`config.mk`:
```
export PLATFORM = sky130hd
export DESIGN_NAME = cbs_top
export DESIGN_NICKNAME = d
export VERILOG_FILES = /design/src/design/cbs_pkg.sv /design/src/design/cbs_top.sv
export SDC_FILE = /design/constraint.sdc
export NUM_CORES = 1
export LEC_CHECK = 0
export ABC_AREA = 1
export BUFFER_PORTS_ARGS = -buffer_cell sky130_fd_sc_hd__buf_2
export CORE_MARGIN = 2
export CORE_UTILIZATION = 64
export DETAILED_ROUTE_END_ITERATION = 10
export HOLD_SLACK_MARGIN = 0.03
export PLACE_DENSITY = 0.88
export SYNTH_ARGS = -nofsm -noshare
export SYNTH_HDL_FRONTEND = slang
export SYNTH_SLANG_ARGS = --single-unit
```
`constraint.sdc`:
```
create_clock -name pclk -period 13.05 [get_ports pclk]
set_input_delay 1.305 -clock pclk [delete_from_list [all_inputs] [get_ports pclk]]
set_output_delay 1.305 -clock pclk [all_outputs]
set_load 0.02 [all_outputs]
```
`src/design/cbs_pkg.sv`:
```
// Summary of operation
// - sof edge on idle bus: hard sync
// - hard sync: edge quantum becomes sync_segment
// - resync lengthens ph1 or shortens ph2
// - correction per resync limited to sjw
// - one synchronization per bit only
// - level after edge differs from last sample
// - sync on recessive-dominant edge passing both checks
// - edge in interframe space: hard sync
// - other falling edges, except own dominant echo: resynchronization
// - no resync on own dominant echo
// - bit: sync, propagation, ph1, ph2 segments
// - bus level latched at end of ph1
// - phase_segment_two limited to two..eight quanta
// - sjw is maximum correction per resync
package cbs_pkg;
  localparam logic [7:0] CBS_OFF_CTRL = 8'h00;
  localparam logic [7:0] CBS_OFF_TIMING = 8'h04;
  localparam logic [7:0] CBS_OFF_STATUS = 8'h08;
  localparam logic [7:0] CBS_OFF_HCNT = 8'h0C;
  localparam logic [7:0] CBS_OFF_RCNT = 8'h10;

  localparam int CBS_CTRL_EN_BIT = 0;
  localparam int CBS_ST_BIT_POS = 0;
  localparam int CBS_ST_SEG_LSB = 1;
  localparam int CBS_ST_DONE_POS = 3;
  localparam int CBS_ST_EN_POS = 4;

  localparam logic CBS_RST_ENABLE = 1'b0;
  localparam logic [7:0] CBS_RST_BRP = 8'h04;
  localparam logic [3:0] CBS_RST_PROP = 4'h1;
  localparam logic [3:0] CBS_RST_PS1 = 4'h4;
  localparam logic [3:0] CBS_RST_PS2 = 4'h4;
  localparam logic [2:0] CBS_RST_SJW = 3'h1;

  localparam logic [3:0] CBS_PROP_MIN = 4'h1;
  localparam logic [3:0] CBS_PROP_MAX = 4'h8;
  localparam logic [3:0] CBS_PS1_MIN = 4'h1;
  localparam logic [3:0] CBS_PS1_MAX = 4'h8;
  localparam logic [3:0] CBS_PS2_MIN = 4'h2;
  localparam logic [3:0] CBS_PS2_MAX = 4'h8;
  localparam logic [3:0] CBS_SJW_MIN = 4'h1;
  localparam logic [3:0] CBS_SJW_MAX = 4'h4;

  localparam logic CBS_RECESSIVE = 1'b1;
  localparam logic CBS_DOMINANT = 1'b0;

  typedef enum logic [1:0] {CBS_SYNC, CBS_PROP, CBS_PH1, CBS_PH2} cbs_seg_t;

  typedef struct packed {
    logic [2:0] sjw;
    logic [3:0] ps2;
    logic [3:0] ps1;
    logic [3:0] prop;
    logic [7:0] brp;
  } cbs_timing_t;

  typedef struct packed {
    logic en;
    logic done;
    cbs_seg_t seg;
    logic bit_val;
  } cbs_status_t;
endpackage

```
`src/design/cbs_top.sv`:
```
`timescale 1ns/1ps
module cbs_top (
  input wire logic pclk, // apb clock, 25 MHz
  input wire logic presetn, // async reset, active low
  input wire logic psel, // apb select
  input wire logic penable, // apb access phase
  input wire logic pwrite, // apb write
  input wire logic [7:0] paddr, // apb byte address
  input wire logic [31:0] pwdata, // apb write data
  output logic [31:0] prdata, // apb read data
  output logic pready, // apb ready
  output logic pslverr, // apb error on unmapped address
  input wire logic rx_level, // received bus level, 1 recessive
  input wire logic tx_level, // level this node drives
  input wire logic tx_active, // node is transmitting
  input wire logic frame_idle, // bus idle or ifs, not first intermission bit
  output logic tq_tick, // one pulse per time quantum
  output logic sample_pulse, // pulse at sample point
  output logic sample_bit, // latched bit value
  output logic hard_sync, // pulse on hard synchronization
  output logic resync // pulse on resynchronization
);
  logic enable_r;
  cbs_pkg::cbs_timing_t timing_r;
  logic [7:0] presc_r;
  logic tick_w;
  cbs_pkg::cbs_seg_t seg_r, seg_nxt;
  logic [4:0] cnt_r, cnt_nxt;
  logic [3:0] ext_r, ext_nxt;
  logic [3:0] short_r, short_nxt;
  logic rx_prev_r;
  logic sampled_r;
  logic done_r;
  logic [15:0] hcnt_r;
  logic [15:0] rcnt_r;
  logic do_hard, do_resync, do_sample;
  logic edge_w, ok_w, own_echo_w;
  logic [3:0] prop_len, ps1_len, ps2_len, sjw_len;
  logic [4:0] err_w;
  logic apb_wr, apb_rd;
  logic [31:0] rd_w;
  cbs_pkg::cbs_status_t status_w;

  function automatic logic [3:0] clamp4(input logic [3:0] v, input logic [3:0] lo,
                                        input logic [3:0] hi);
    if (v < lo) begin
      return lo;
    end else if (v > hi) begin
      return hi;
    end
    return v;
  endfunction

  function automatic logic [3:0] min4(input logic [4:0] a, input logic [3:0] b);
    if (a < {1'b0, b}) begin
      return a[3:0];
    end
    return b;
  endfunction

  // effective segment lengths in quanta
  assign prop_len = clamp4(timing_r.prop, cbs_pkg::CBS_PROP_MIN, cbs_pkg::CBS_PROP_MAX);
  assign ps1_len = clamp4(timing_r.ps1, cbs_pkg::CBS_PS1_MIN, cbs_pkg::CBS_PS1_MAX);
  assign ps2_len = clamp4(timing_r.ps2, cbs_pkg::CBS_PS2_MIN, cbs_pkg::CBS_PS2_MAX);
  assign sjw_len = min4({1'b0, clamp4({1'b0, timing_r.sjw}, cbs_pkg::CBS_SJW_MIN,
                                      cbs_pkg::CBS_SJW_MAX)}, ps1_len);

  // apb slave, zero wait states
  assign pready = 1'b1;
  assign apb_wr = psel & penable & pwrite;
  assign apb_rd = psel & ~pwrite;

  always_ff @(posedge pclk or negedge presetn) begin
    if (!presetn) begin
      enable_r <= cbs_pkg::CBS_RST_ENABLE;
    end else if (apb_wr && paddr == cbs_pkg::CBS_OFF_CTRL) begin
      enable_r <= pwdata[cbs_pkg::CBS_CTRL_EN_BIT];
    end
  end

  always_ff @(posedge pclk or negedge presetn) begin
    if (!presetn) begin
      timing_r <= '{sjw: cbs_pkg::CBS_RST_SJW, ps2: cbs_pkg::CBS_RST_PS2,
                    ps1: cbs_pkg::CBS_RST_PS1, prop: cbs_pkg::CBS_RST_PROP,
                    brp: cbs_pkg::CBS_RST_BRP};
    end else if (apb_wr && paddr == cbs_pkg::CBS_OFF_TIMING) begin
      timing_r <= pwdata[$bits(cbs_pkg::cbs_timing_t)-1:0];
    end
  end

  assign status_w = '{en: enable_r, done: done_r, seg: seg_r, bit_val: sampled_r};

  always_comb begin
    rd_w = 32'h0000_0000;
    pslverr = 1'b0;
    if (paddr == cbs_pkg::CBS_OFF_CTRL) begin
      rd_w[cbs_pkg::CBS_CTRL_EN_BIT] = enable_r;
    end else if (paddr == cbs_pkg::CBS_OFF_TIMING) begin
      rd_w[$bits(cbs_pkg::cbs_timing_t)-1:0] = timing_r;
    end else if (paddr == cbs_pkg::CBS_OFF_STATUS) begin
      rd_w[$bits(cbs_pkg::cbs_status_t)-1:0] = status_w;
    end else if (paddr == cbs_pkg::CBS_OFF_HCNT) begin
      rd_w[15:0] = hcnt_r;
    end else if (paddr == cbs_pkg::CBS_OFF_RCNT) begin
      rd_w[15:0] = rcnt_r;
    end else begin
      pslverr = psel & penable;
    end
  end

  // read data registered in the setup cycle, stands through the access phase
  always_ff @(posedge pclk or negedge presetn) begin
    if (!presetn) begin
      prdata <= 32'h0000_0000;
    end else if (psel && !penable && !pwrite) begin
      prdata <= rd_w;
    end else if (!apb_rd) begin
      prdata <= 32'h0000_0000;
    end
  end

  // time quantum prescaler: brp+1 clocks per quantum
  // compare with >= so a smaller brp written mid-count cannot stall the quanta
  always_ff @(posedge pclk or negedge presetn) begin
    if (!presetn) begin
      presc_r <= 8'h00;
    end else if (!enable_r || presc_r >= timing_r.brp) begin
      presc_r <= 8'h00;
    end else begin
      presc_r <= presc_r + 8'h01;
    end
  end

  assign tick_w = enable_r & (presc_r >= timing_r.brp);

  // edge seen at quantum resolution
  assign edge_w = (rx_prev_r == cbs_pkg::CBS_RECESSIVE) & (rx_level == cbs_pkg::CBS_DOMINANT);
  assign ok_w = edge_w & ~done_r & (sampled_r != rx_level);
  assign own_echo_w = tx_active & (tx_level == cbs_pkg::CBS_DOMINANT);

  always_comb begin
    seg_nxt = seg_r;
    cnt_nxt = cnt_r;
    ext_nxt = ext_r;
    short_nxt = short_r;
    do_hard = 1'b0;
    do_resync = 1'b0;
    do_sample = 1'b0;
    err_w = 5'h00;
    if (tick_w) begin
      if (ok_w && frame_idle) begin
        // edge quantum is the sync_segment, next quantum opens prop
        do_hard = 1'b1;
        seg_nxt = cbs_pkg::CBS_PROP;
        cnt_nxt = 5'h00;
        ext_nxt = 4'h0;
        short_nxt = 4'h0;
      end else begin
        if (ok_w && !own_echo_w) begin
          do_resync = 1'b1;
          case (seg_r)
            cbs_pkg::CBS_PROP: begin
              err_w = cnt_r + 5'h01;
              ext_nxt = min4(err_w, sjw_len);
            end
            cbs_pkg::CBS_PH1: begin
              err_w = {1'b0, prop_len} + cnt_r + 5'h01;
              ext_nxt = min4(err_w, sjw_len);
            end
            cbs_pkg::CBS_PH2: begin
              err_w = {1'b0, ps2_len} - cnt_r;
              short_nxt = min4(err_w, sjw_len);
            end
            default: begin
              err_w = 5'h00;
            end
          endcase
        end
        if (do_resync && seg_r == cbs_pkg::CBS_PH2 && err_w <= {1'b0, sjw_len}) begin
          // early edge within reach: this quantum becomes sync_segment
          seg_nxt = cbs_pkg::CBS_PROP;
          cnt_nxt = 5'h00;
          ext_nxt = 4'h0;
          short_nxt = 4'h0;
        end else begin
          case (seg_r)
            cbs_pkg::CBS_SYNC: begin
              seg_nxt = cbs_pkg::CBS_PROP;
              cnt_nxt = 5'h00;
            end
            cbs_pkg::CBS_PROP: begin
              if (cnt_r == {1'b0, prop_len} - 5'h01) begin
                seg_nxt = cbs_pkg::CBS_PH1;
                cnt_nxt = 5'h00;
              end else begin
                cnt_nxt = cnt_r + 5'h01;
              end
            end
            cbs_pkg::CBS_PH1: begin
              if (cnt_r >= {1'b0, ps1_len} + {1'b0, ext_nxt} - 5'h01) begin
                do_sample = 1'b1;
                seg_nxt = cbs_pkg::CBS_PH2;
                cnt_nxt = 5'h00;
              end else begin
                cnt_nxt = cnt_r + 5'h01;
              end
            end
            default: begin
              if (cnt_r >= {1'b0, ps2_len} - {1'b0, short_nxt} - 5'h01) begin
                seg_nxt = cbs_pkg::CBS_SYNC;
                cnt_nxt = 5'h00;
                ext_nxt = 4'h0;
                short_nxt = 4'h0;
              end else begin
                cnt_nxt = cnt_r + 5'h01;
              end
            end
          endcase
        end
      end
    end
  end

  // bit timing state
  always_ff @(posedge pclk or negedge presetn) begin
    if (!presetn) begin
      seg_r <= cbs_pkg::CBS_SYNC;
      cnt_r <= 5'h00;
      ext_r <= 4'h0;
      short_r <= 4'h0;
    end else if (!enable_r) begin
      seg_r <= cbs_pkg::CBS_SYNC;
      cnt_r <= 5'h00;
      ext_r <= 4'h0;
      short_r <= 4'h0;
    end else begin
      seg_r <= seg_nxt;
      cnt_r <= cnt_nxt;
      ext_r <= ext_nxt;
      short_r <= short_nxt;
    end
  end

  always_ff @(posedge pclk or negedge presetn) begin
    if (!presetn) begin
      rx_prev_r <= cbs_pkg::CBS_RECESSIVE;
    end else if (!enable_r) begin
      rx_prev_r <= cbs_pkg::CBS_RECESSIVE;
    end else if (tick_w) begin
      rx_prev_r <= rx_level;
    end
  end

  always_ff @(posedge pclk or negedge presetn) begin
    if (!presetn) begin
      sampled_r <= cbs_pkg::CBS_RECESSIVE;
    end else if (!enable_r) begin
      sampled_r <= cbs_pkg::CBS_RECESSIVE;
    end else if (do_sample) begin
      sampled_r <= rx_level;
    end
  end

  // once per bit: set on a sync, cleared at the sample point, set wins
  always_ff @(posedge pclk or negedge presetn) begin
    if (!presetn) begin
      done_r <= 1'b0;
    end else if (!enable_r) begin
      done_r <= 1'b0;
    end else if (do_hard || do_resync) begin
      done_r <= 1'b1;
    end else if (do_sample) begin
      done_r <= 1'b0;
    end
  end

  always_ff @(posedge pclk or negedge presetn) begin
    if (!presetn) begin
      hcnt_r <= 16'h0000;
      rcnt_r <= 16'h0000;
    end else begin
      if (do_hard) begin
        hcnt_r <= hcnt_r + 16'h0001;
      end
      if (do_resync) begin
        rcnt_r <= rcnt_r + 16'h0001;
      end
    end
  end

  // registered event outputs, one clock after the deciding quantum edge
  always_ff @(posedge pclk or negedge presetn) begin
    if (!presetn) begin
      tq_tick <= 1'b0;
      sample_pulse <= 1'b0;
      hard_sync <= 1'b0;
      resync <= 1'b0;
    end else begin
      tq_tick <= tick_w;
      sample_pulse <= do_sample;
      hard_sync <= do_hard;
      resync <= do_resync;
    end
  end

  assign sample_bit = sampled_r;
endmodule

```
# [Word level (Yosys, flattened, before mapping)]
# Index checks and enable logic that the tools add are counted.
[totals] reg_bits=118 word_cells=214
[classes] n_addsub=12 magnitude_cmp=16 eq_ne=16 muxes=119 n_bitwise=12 n_reduce_logical=18
[ops] operator="$mux 4" count=39
[ops] operator="$mux 32" count=2
[ops] operator="$mux 5" count=11
[ops] operator="$mux 1" count=49
[ops] operator="$mux 16" count=3
[ops] operator="$add 16x1->16 const B" count=2
[ops] operator="$pmux 5 s3" count=2
[ops] operator="$mux 22" count=1
[ops] operator="$eq 8x4->1 const B" count=2
[ops] operator="$lt 5x4->1" count=3
[ops] operator="$mux 2" count=7
[ops] operator="$gt 4x4->1 const B" count=3
[ops] operator="$mux 11" count=1
[ops] operator="$add 5x1->5 const B" count=2
[ops] operator="$ge 5x5->1" count=2
[ops] operator="$ne 5x5->1 const B" count=2
[ops] operator="$sub 5x1->5 const B" count=2
[ops] operator="$add 8x1->8 const B" count=1
[ops] operator="$and 1x1->1" count=8
[ops] operator="$eq 8x3->1 const B" count=1
[ops] operator="$eq 8x5->1 const B" count=1
[ops] operator="$ge 8x8->1" count=1
[ops] operator="$logic_and 1x1->1" count=8
[ops] operator="$logic_not 8->1" count=1
[ops] operator="28 further kinds" count=39

# [Longest topological paths before layout]
# Gate-level depths: netlist (run 1).
[depth] depth_word=29 mapped_depth=39 mapped_depth_nobuf=39

# [Worst setup path after synthesis (run 1)]
# Ideal clock, no wire load.
[synth_timing] kind="register to register" from="register timing_r[20] in the netlist's numbering" to="register seg_r[1]" arrival_ps=5200 t_required_ps=12924 path_slack_ps=7724 path_stages_with_launch=37 path_cell_list="dfstp_2 > inv_1 > nand2_1 > a21oi_1 > ha_1 > nand2_1 > nand2_1 > nand2_1 > nand2_1 > o21ai_0 > ha_1 > a21o_1 > a211oi_1 > nand2_1 > nand2_1 > nand3_1 > nand3_1 > nand2_1 > ha_1 > inv_1 > ha_1 > inv_1 > fa_1 > xor2_1 > ha_1 > nand2_1 > inv_1 > nand3_1 > o221ai_1 > a21oi_1 > nand2_1 > o21ai_0 > inv_1 > o21ai_0 > nand2_1 > nand2_1 > o21ai_0"
[synth_between] elab_chain_len=23 elab_cells_between_ends=55 classes_between="add/sub (4); order compare (9); eq/ne (3); mux (37); reduce/logical (2)"
[synth_rtl] element="start: declaration" line="cbs_top.sv:24" rtl="cbs_pkg::cbs_timing_t timing_r;"
[synth_rtl] element="start signal: assignment" line="cbs_top.sv:83" rtl="timing_r <= '{sjw: cbs_pkg::CBS_RST_SJW, ps2: cbs_pkg::CBS_RST_PS2,"
[synth_rtl] element="start signal: assignment" line="cbs_top.sv:87" rtl="timing_r <= pwdata[$bits(cbs_pkg::cbs_timing_t)-1:0];"
[synth_rtl] element="$gt 3x3->1" line="cbs_top.sv:48" rtl="end else if (v > hi) begin"
[synth_rtl] element="$mux 1" line="cbs_top.sv:48"
[synth_rtl] element="$mux 1" line="cbs_top.sv:46" rtl="if (v < lo) begin"
[synth_rtl] element="$mux 4 *" line="cbs_top.sv:51" rtl="return v;"
[synth_rtl] element="$lt 4x4->1" line="cbs_top.sv:55" rtl="if (a < {1'b0, b}) begin"
[synth_rtl] element="$mux 1" line="cbs_top.sv:55"
[synth_rtl] element="$mux 4 *" line="cbs_top.sv:58" rtl="return b;"
[synth_rtl] element="$lt 5x4->1" line="cbs_top.sv:55"
[synth_rtl] element="(+7 left out)"
[synth_rtl] element="$mux 4" line="cbs_top.sv:159" rtl="if (ok_w && !own_echo_w) begin"
[synth_rtl] element="$mux 4" line="cbs_top.sv:151" rtl="if (ok_w && frame_idle) begin"
[synth_rtl] element="$mux 4" line="cbs_top.sv:150" rtl="if (tick_w) begin"
[synth_rtl] element="$add 4x4->5 / $sub 4x4->5 (equally long branches)" line="cbs_top.sv:200, cbs_top.sv:209"
[synth_rtl] element="$sub 5x1->5 (on tied branches)" line="cbs_top.sv:200, cbs_top.sv:209"
[synth_rtl] element="$ge 5x5->1 (on tied branches)" line="cbs_top.sv:200, cbs_top.sv:209"
[synth_rtl] element="$ne 5x5->1 (no source line) / $ne 7x1->1 (equally long branches)"
[synth_rtl] element="$reduce_and 4->1 (no source line)"
[synth_rtl] element="end signal: assignment" line="cbs_top.sv:227" rtl="seg_r <= cbs_pkg::CBS_SYNC;"
[synth_rtl] element="end signal: assignment" line="cbs_top.sv:232" rtl="seg_r <= cbs_pkg::CBS_SYNC;"
[synth_rtl] element="end signal: assignment" line="cbs_top.sv:237" rtl="seg_r <= seg_nxt;"
[synth_rtl] element="end: declaration" line="cbs_top.sv:27" rtl="cbs_pkg::cbs_seg_t seg_r, seg_nxt;"
# Every way passes the cells marked *; elsewhere a longest branch is shown, timed or not. The select of a mux whose other input is x is not followed.
# A chain may end at the register's enable or synchronous reset.

# [Final worst setup path (run 1)]
[layout_timing] from="register timing_r[15] in the netlist's numbering" to="register cnt_r[2]"
[layout_between] elab_chain_len=27 elab_cells_between_ends=53 classes_between="add/sub (4); order compare (9); mux (39); reduce/logical (1)"
[layout_rtl] element="$gt 4x4->1" line="cbs_top.sv:48"
[layout_rtl] element="$mux 1" line="cbs_top.sv:48"
[layout_rtl] element="$mux 1" line="cbs_top.sv:46"
[layout_rtl] element="$mux 4 *" line="cbs_top.sv:51"
[layout_rtl] element="$lt 4x4->1" line="cbs_top.sv:55"
[layout_rtl] element="$mux 1" line="cbs_top.sv:55"
[layout_rtl] element="$mux 4" line="cbs_top.sv:58"
[layout_rtl] element="$lt 5x4->1" line="cbs_top.sv:55"
[layout_rtl] element="(+11 left out)"
[layout_rtl] element="$sub 5x1->5 (on tied branches)" line="cbs_top.sv:200, cbs_top.sv:209"
[layout_rtl] element="$ge 5x5->1 (on tied branches)" line="cbs_top.sv:200, cbs_top.sv:209"
[layout_rtl] element="$mux 5 (on tied branches)" line="cbs_top.sv:200, cbs_top.sv:209"
[layout_rtl] element="$pmux 5 s3" line="cbs_top.sv:186" rtl="case (seg_r)"
[layout_rtl] element="$mux 5 *" line="cbs_top.sv:179" rtl="if (do_resync && seg_r == cbs_pkg::CBS_PH2 && err_w <= {1'b0, sjw_len}) begin"
[layout_rtl] element="$mux 5 *" line="cbs_top.sv:151"
[layout_rtl] element="$mux 5 *" line="cbs_top.sv:150"
[layout_rtl] element="$mux 5 *" line="cbs_top.sv:231" rtl="end else if (!enable_r) begin"
[layout_rtl] element="end signal: assignment" line="cbs_top.sv:238" rtl="cnt_r <= cnt_nxt;"
[layout_rtl] element="end: declaration" line="cbs_top.sv:28" rtl="logic [4:0] cnt_r, cnt_nxt;"
# Marked as above.

==> key figures, run 1 <==
Outcome
  • Status: finished clean

Worst setup path
  • Setup CP Type: flip-flop to flip-flop
  • CP dominant cell by count: nand2_1
  • Reg2reg start: timing_r[15]
  • Crit. End Element: flip-flop
  • CP arrival: 6280 ps
  • Startpoint types: flip-flop
  • Max incr delay on CP: ~600 ps
  • Reg2reg end: cnt_r[2]
  • Slowest cell on the critical path: a211oi_1
  • Crit Path Max Fanout: 7
  • R2r setup slk: between 7000 and 8000 ps
  • Reg2Reg Depth: 36
  • Req. time, crit path: 13310 ps

STA
  • Slew HR: 19.9%
  • Slew Limit Fails: 0
  • Setup violations, final: 0
  • Part of the cycle the worst path needs: 46.1%
  • FMAX: between 0.15 and 0.2 GHz
  • RSZ-0062 raised after global routing: no
  • Final Skew: 7.56 ps
  • Fin crit period: about 6000 ps
  • Worst slew pin tran: about 1200 ps
  • TNS Setup: 0 ps
  • Final hold vios: 0

GRT
  • Largest net degree at the start of global routing: 57
  • Vias in the first global route: 6132
  • First-pass GRT wire length: 29200 um
  • Initial antenna violation count: 0
  • Total grt overflow: 0
  • Total GRT Usage: 31.5%

Clock tree
  • CTS tree: built
  • Clock Sink Count: roughly 110
  • Clock slew at reported path FFs: 70 ps
  • Clk buf depth: 2
  • Clk_lat worst skew: 360 ps
  • # hold bufs at CTS: 0
  • Root buffer cell: clkbuf_16
  • Post-CTS setup buffer count: 0
  • CTS Buf Count: 9
  • Post_cts resized: 0
  • CTS H-tree depth: 3

Final layout
  • Nets: 1083
  • Share of layout cells above drive strength 1: around 13%
  • Syn-to-layout area delta: 10.3%
  • Number of diodes: 0
  • Util after Layout: 72.8%
  • Final Cell Area: ~8000 um^2
  • Fillers: ~800
  • Finished Layout Cells: between 1000 and 1500

Pwr
  • NetSw: 0.160 mW
  • Pint: 0.528 mW
  • Leakage power: 4.20 nW
  • Reg power frac: 49.6%
  • Clock Power Share: 44.2%
  • Worst IR Drop VDD: 72.8 uV
  • Switch share: 23.2%
  • Pwr per Cell Area: 86.3 nW/um^2
  • Combinational group share of total power: ~6.2%

Drt
  • Drt via density: 5.72
  • Vias: 6370
  • # DRC: 0
  • Post-DRT Antenna Nets: 0
  • Routed wire length: 17800 um
  • Initial DRC Count: approximately 530
  • Drt first pass iters: 5
  • Routed len/inst: 16.0 um

Synth
  • Post-synthesis register bit count: 109
  • Top cells by area, synth: dfrtp_1 35%, ha_1 11%, inv_1 8.0%
  • Synth Flop Type: dfrtp_1
  • Netlist Area Pre-Place: about 7200 um^2
  • Post-synth EDFFs: 0
  • Synth top area share: between 30% and 40%
  • Asr flop ratio synth: 100%
  • Cell taking the most area after synthesis: dfrtp_1
  • Mean Syn Cell Area: 8.01 um^2
  • Synth top cells by count: 154 x inv_1, 154 x nand2_1, 102 x dfrtp_1
  • Yosys cell types: 51
  • Syn Inst Count: about 900
  • Ys Warns: 0
  • Seq/Total Area, Yosys: 37.9%

Hold path
  • Hold endpoint: ext_r[1]
  • Worst hold path class: flip-flop to flip-flop
  • Worst Hold Launch: ext_r[1]
  • Hold path depth: 2

Die
  • Std cell rows: 38
  • Core area: 10900 um^2
  • Die area: 12200 um^2
  • Initial Util: 66.1%
  • Die W: 110 um
  • Ports: 88
  • Die Y: 110 um

Placement
  • Placed insts: 1097
  • Final HPWL DP: 13100 um
  • GPL Wtd Cong: roughly 0.96
  • Port bufs: 68
  • Post-placement cell area: 7630 um^2

Job
  • Max Cap Viol: 0
[cell usage in the layout (no fill, tap or decap), types with 14 or more instances in the layout]
cell,instances
xor2_1,35
inv_1,154
o22ai_1,21
nand2_1,154
nor2_1,80
dfrtp_1,102
ha_1,62
conb_1,14
nand3_1,56
buf_2,67
nor3_1,14
a21oi_1,48
o21ai_0,38
[through the flow]
step           total power [mW]  hold WS, ps  setup slack [ps]
3_5_place_dp              0.389          461              7190
2_1_floorplan             0.373          442              7720
6_report                  0.687          479              7030
3_3_place_gp              0.388          454              7310
4_1_cts                   0.688          480              7150
5_1_grt                   0.708          520              6520
[layout make-up]
| class | count | area (um^2) | area share (%) |
|---|---|---|---|
| multi-input cells | 620 | 3760 | 47.2 |
| repair buffers | 72 | 373 | 4.68 |
| well taps | 140 | 175 | 2.20 |
| clock buffers | 10 | 239 | 3.00 |
| clock inverters | 6 | 93.8 | 1.18 |
| inverters | 156 | 587 | 7.37 |
| flip-flops and latches | 109 | 2740 | 34.4 |
[sequential cells by signal, indices dropped and copies added, names as in the netlist, 2 cells and up]
signal / flops
prdata: 23
timing_r: 23
hcnt_r: 16
rcnt_r: 16
presc_r: 8
cnt_r: 5
ext_r: 4
short_r: 4
seg_r: 2
[cell families after synthesis]
logic type               count (synthesis)  share of synthesized area [%]
AND/OR/NAND/NOR                        344                           21.3
buffers and inverters                  185                           10.7
AO/OA/AOI/OAI                          149                           12.4
flip-flops                             109                           37.9
adder cells (fa/ha/maj)                 66                           11.8
XOR/XNOR                                43                           5.21
multiplexers                             4                          0.623
other                                    2                          0.104
[worst max path at each step]
stage | cells after the start | endpoint | start | slack, ps
after global placement | 36 | seg_r[1] | timing_r[15] | 7310
after detailed placement | 37 | seg_r[1] | timing_r[15] | 7190
final | 36 | cnt_r[2] | timing_r[15] | 7030
after global routing | 38 | seg_r[1] | timing_r[21] | 6520
after floorplan | 36 | seg_r[1] | timing_r[20] | 7720
after CTS | 37 | seg_r[1] | timing_r[15] | 7150
[worst max-delay path, delay by kind of cell (launching register included)]
family / cells / cell delay [ps]
AO/OA/AOI/OAI: 7 / 1300
XOR/XNOR: 1 / 160
adder cells (fa/ha/maj): 6 / 1720
buffers and inverters: 6 / 620
flip-flops: 1 / 450
AND/OR/NAND/NOR: 16 / 1650
[routing by layer]
metal / track usage (%) / vias to the layer above / wire length (um)
met4: 13.7 / 0 / 657
met3: 4.82 / 51 / 1430
li1: - / 3070 / -
met2: 49.0 / 290 / 8230
met5: 0 / - / 0
met1: 43.9 / 2959 / 7500
[power groups by stage]
stage / Combinational (mW) / Clock, mW / Sequential, mW
finish: 0.0427 / 0.304 / 0.341
global route: 0.0484 / 0.318 / 0.341
CTS: 0.0425 / 0.304 / 0.341
detailed placement: 0.0421 / 0 / 0.347
global placement: 0.0410 / 0 / 0.347
floorplan: 0.0259 / 0 / 0.347
No activity file was read; power rests on OpenSTA's default activity.
==> run 2: changes to the inputs <==
CORE_UTILIZATION = 59   (was 64)
PLACE_DENSITY = 0.82   (was 0.88)
clock period = 5.6 ns   (was 13.05 ns; I/O delays follow)
==> run 2 against run 1 <==
  * Via count grew 0.41%
  * Largest cell class unchanged
  * Setup slack got worse by 6700 ps
  * Cell area is 4.5% higher
  * Critical endpoint is now seg_r[0]
==> key figures, run 2 (synthesized netlist as in run 1, its figures left out) <==
Drt
  • Routed len/inst: 15.7 um (-1.7%)
  • Post-DRT Antenna Nets: 0 (unchanged)
  • Initial DRC Count: 381 (-28%)
  • Drt via density: 5.58 (-2.6%)
  • Drt first pass iters: 5 (unchanged)
  • Vias: 6396 (+0.41%)
  • Routed wire length: 18000 um (+1.3%)
  • # DRC: 0 (unchanged)

Clock tree
  • CTS tree: built
  • CTS Buf Count: 9 (unchanged)
  • Clk_lat worst skew: 350 ps (about the same)
  • Clock Sink Count: 109 (unchanged)
  • Clock slew at reported path FFs: 80 ps (about the same)
  • Clk buf depth: 2 (unchanged)
  • CTS H-tree depth: 3 (unchanged)
  • Root buffer cell: clkbuf_16

Worst setup path
  • Req. time, crit path: 5860 ps (-7450 ps)
  • Startpoint types: flip-flop
  • Reg2reg start: timing_r[21]
  • Worst path top cell family by delay: adder cells
  • Worst Setup SP: timing_r[21]
  • Reg2Reg Depth: 39 (+8.3%)
  • Reg2reg end: seg_r[0]
  • Crit path depth: 39 (+8.3%)
  • CP arrival: 5510 ps (-770 ps)
  • Crit Path Max Fanout: 6 (-1)
  • Crit path buffers/inverters: 7 (+1)
  • Crit. End Element: flip-flop
  • Max incr delay on CP: 390 ps (-200 ps)
  • CP Capture Point: seg_r[0]
  • CP dominant cell by count: nand2_1
  • R2r setup slk: 350 ps (-6680 ps)
  • Setup CP Type: flip-flop to flip-flop
  • Slowest cell on the critical path: dfrtp_1

Final layout
  • Syn-to-layout area delta: 15.2%
  • Multi-input logic area: 3900 um^2 (+3.8%)
  • Number of diodes: 0 (unchanged)
  • Most common cell after layout, fill and taps aside: inv_1
  • Seq. cell area: 2740 um^2 (about the same)
  • Regs by FF count: prdata: 23 flops, timing_r: 23 flops
  • Nets: 1110 (+2.5%)
  • Fillers: 918 (+15%)
  • Share of layout cells above drive strength 1: 17.7% (+5.1 points)
  • Commonest non-fill, non-tap cells in the layout: 152 x inv_1, 149 x nand2_1, 101 x dfrtp_1

Placement
  • Final HPWL DP: 13500 um (+3.0%)
  • GPL Wtd Cong: 0.953 (-1.2%)
  • Port bufs: 68 (unchanged)

Pwr
  • Leakage power: 4.34 nW (+3.4%)
  • Pwr per Cell Area: 193 nW/um^2 (+120%)
  • Final Total Pwr: 1.60 mW (+130%)
  • Worst IR Drop VDD: 142 uV (+96%)

Hold path
  • Worst hold path class: input pin to async pin

GRT
  • Vias in the first global route: 6209 (+1.3%)
  • GR Util met3: 3.97% (-0.85 points)
  • First-pass GRT wire length: 30000 um (+2.7%)
  • Initial antenna violation count: 0 (unchanged)
  • Total grt overflow: 0 (unchanged)
  • GR peak layer: met2
  • Largest net degree at the start of global routing: 70 (+23%)
  • Met2 track demand over resource: 46.0% (-3.0 points)
  • Total GRT Usage: 28.9% (-2.5 points)
  • Met1 GRT Util: 40.3% (-3.6 points)

Die
  • Std cell rows: 40 (+5.3%)
  • Die W: 115 um (+4.0%)
  • Initial Util: 60.4% (-5.7 points)
  • Die area: 13100 um^2 (+8.2%)
  • Die Y: 115 um (+4.0%)
  • Ports: 88 (unchanged)
  • Core area: 12000 um^2 (+9.4%)

STA
  • Slew HR: 32.1% (+12 points)
  • Final Skew: 10.6 ps (+3.07 ps)
  • Setup violations, final: 0 (unchanged)
  • Worst slew pin tran: 1020 ps (-181 ps)
  • FMAX: 0.190 GHz (+15%)
  • Slew Limit Fails: 0 (unchanged)
  • Final hold vios: 0 (unchanged)
  • Part of the cycle the worst path needs: 93.8% (+48 points)
  • Fin crit period: 5250 ps (-771 ps)
  • TNS Setup: 0 ps (unchanged)

Outcome
  • Status: finished clean

Job
  • Max Cap Viol: 0 (unchanged)
-- run 2: cell count changes in the layout (fill, tap and decap cells not counted), sizes merged --
cell,delta
buf,+27
-- run 2: where the power goes --
part           internal (mW)  total (mW)  leakage, nW  switching, mW
registers              0.790       0.794         1.35        0.00376
clock network          0.408       0.703        0.165          0.295
logic                 0.0360       0.106         2.83         0.0697
total                   1.23        1.60         4.34          0.368
-- run 2: final cells by class --
type / count / share of cell area [%]
flip-flops and latches: 109 / 32.9
clock buffers: 10 / 2.87
clock inverters: 6 / 1.13
well taps: 147 / 2.21
repair buffers: 99 / 6.96
multi-input cells: 620 / 46.9
inverters: 156 / 7.05
-- run 2: how the worst min path moves through the flow --
stage,start,to,cells past startpoint
detailed placement,ext_r[0],ext_r[0],2
CTS,presetn,prdata[3],1
global route,presetn,hard_sync,1
global placement,ext_r[0],ext_r[0],2
finish,presetn,prdata[3],1
floorplan,presetn,cnt_r[0],0
-- run 2: metal layers --
metal	up-vias	routed length (um)	share of wire, %
met5	-	0	0
met3	44	982	5.4
li1	3118	-	-
met4	0	622	3.4
met2	213	8380	46
met1	3021	8060	45
-- run 2: metrics by stage --
stage	utilization, %	hold slack [ps]	setup slack [ps]	instance area [um^2]	instances
final	69.6	305	349	8320	1147
after CTS	67.7	342	51.4	8100	1136
after detailed placement	64.9	458	-5.37	7760	1120
after global placement	64.9	453	127	7760	1120
after floorplan	-	264	274	7270	914
after global routing	69.6	392	-24.4	8320	1147
-- run 2: repair_timing --
item	4_1_cts	5_1_grt
gates resized for setup	2	31
buffers inserted	0	11
pin swaps	0	20
setup endpoints to repair	4	10
hold buffers	0	0
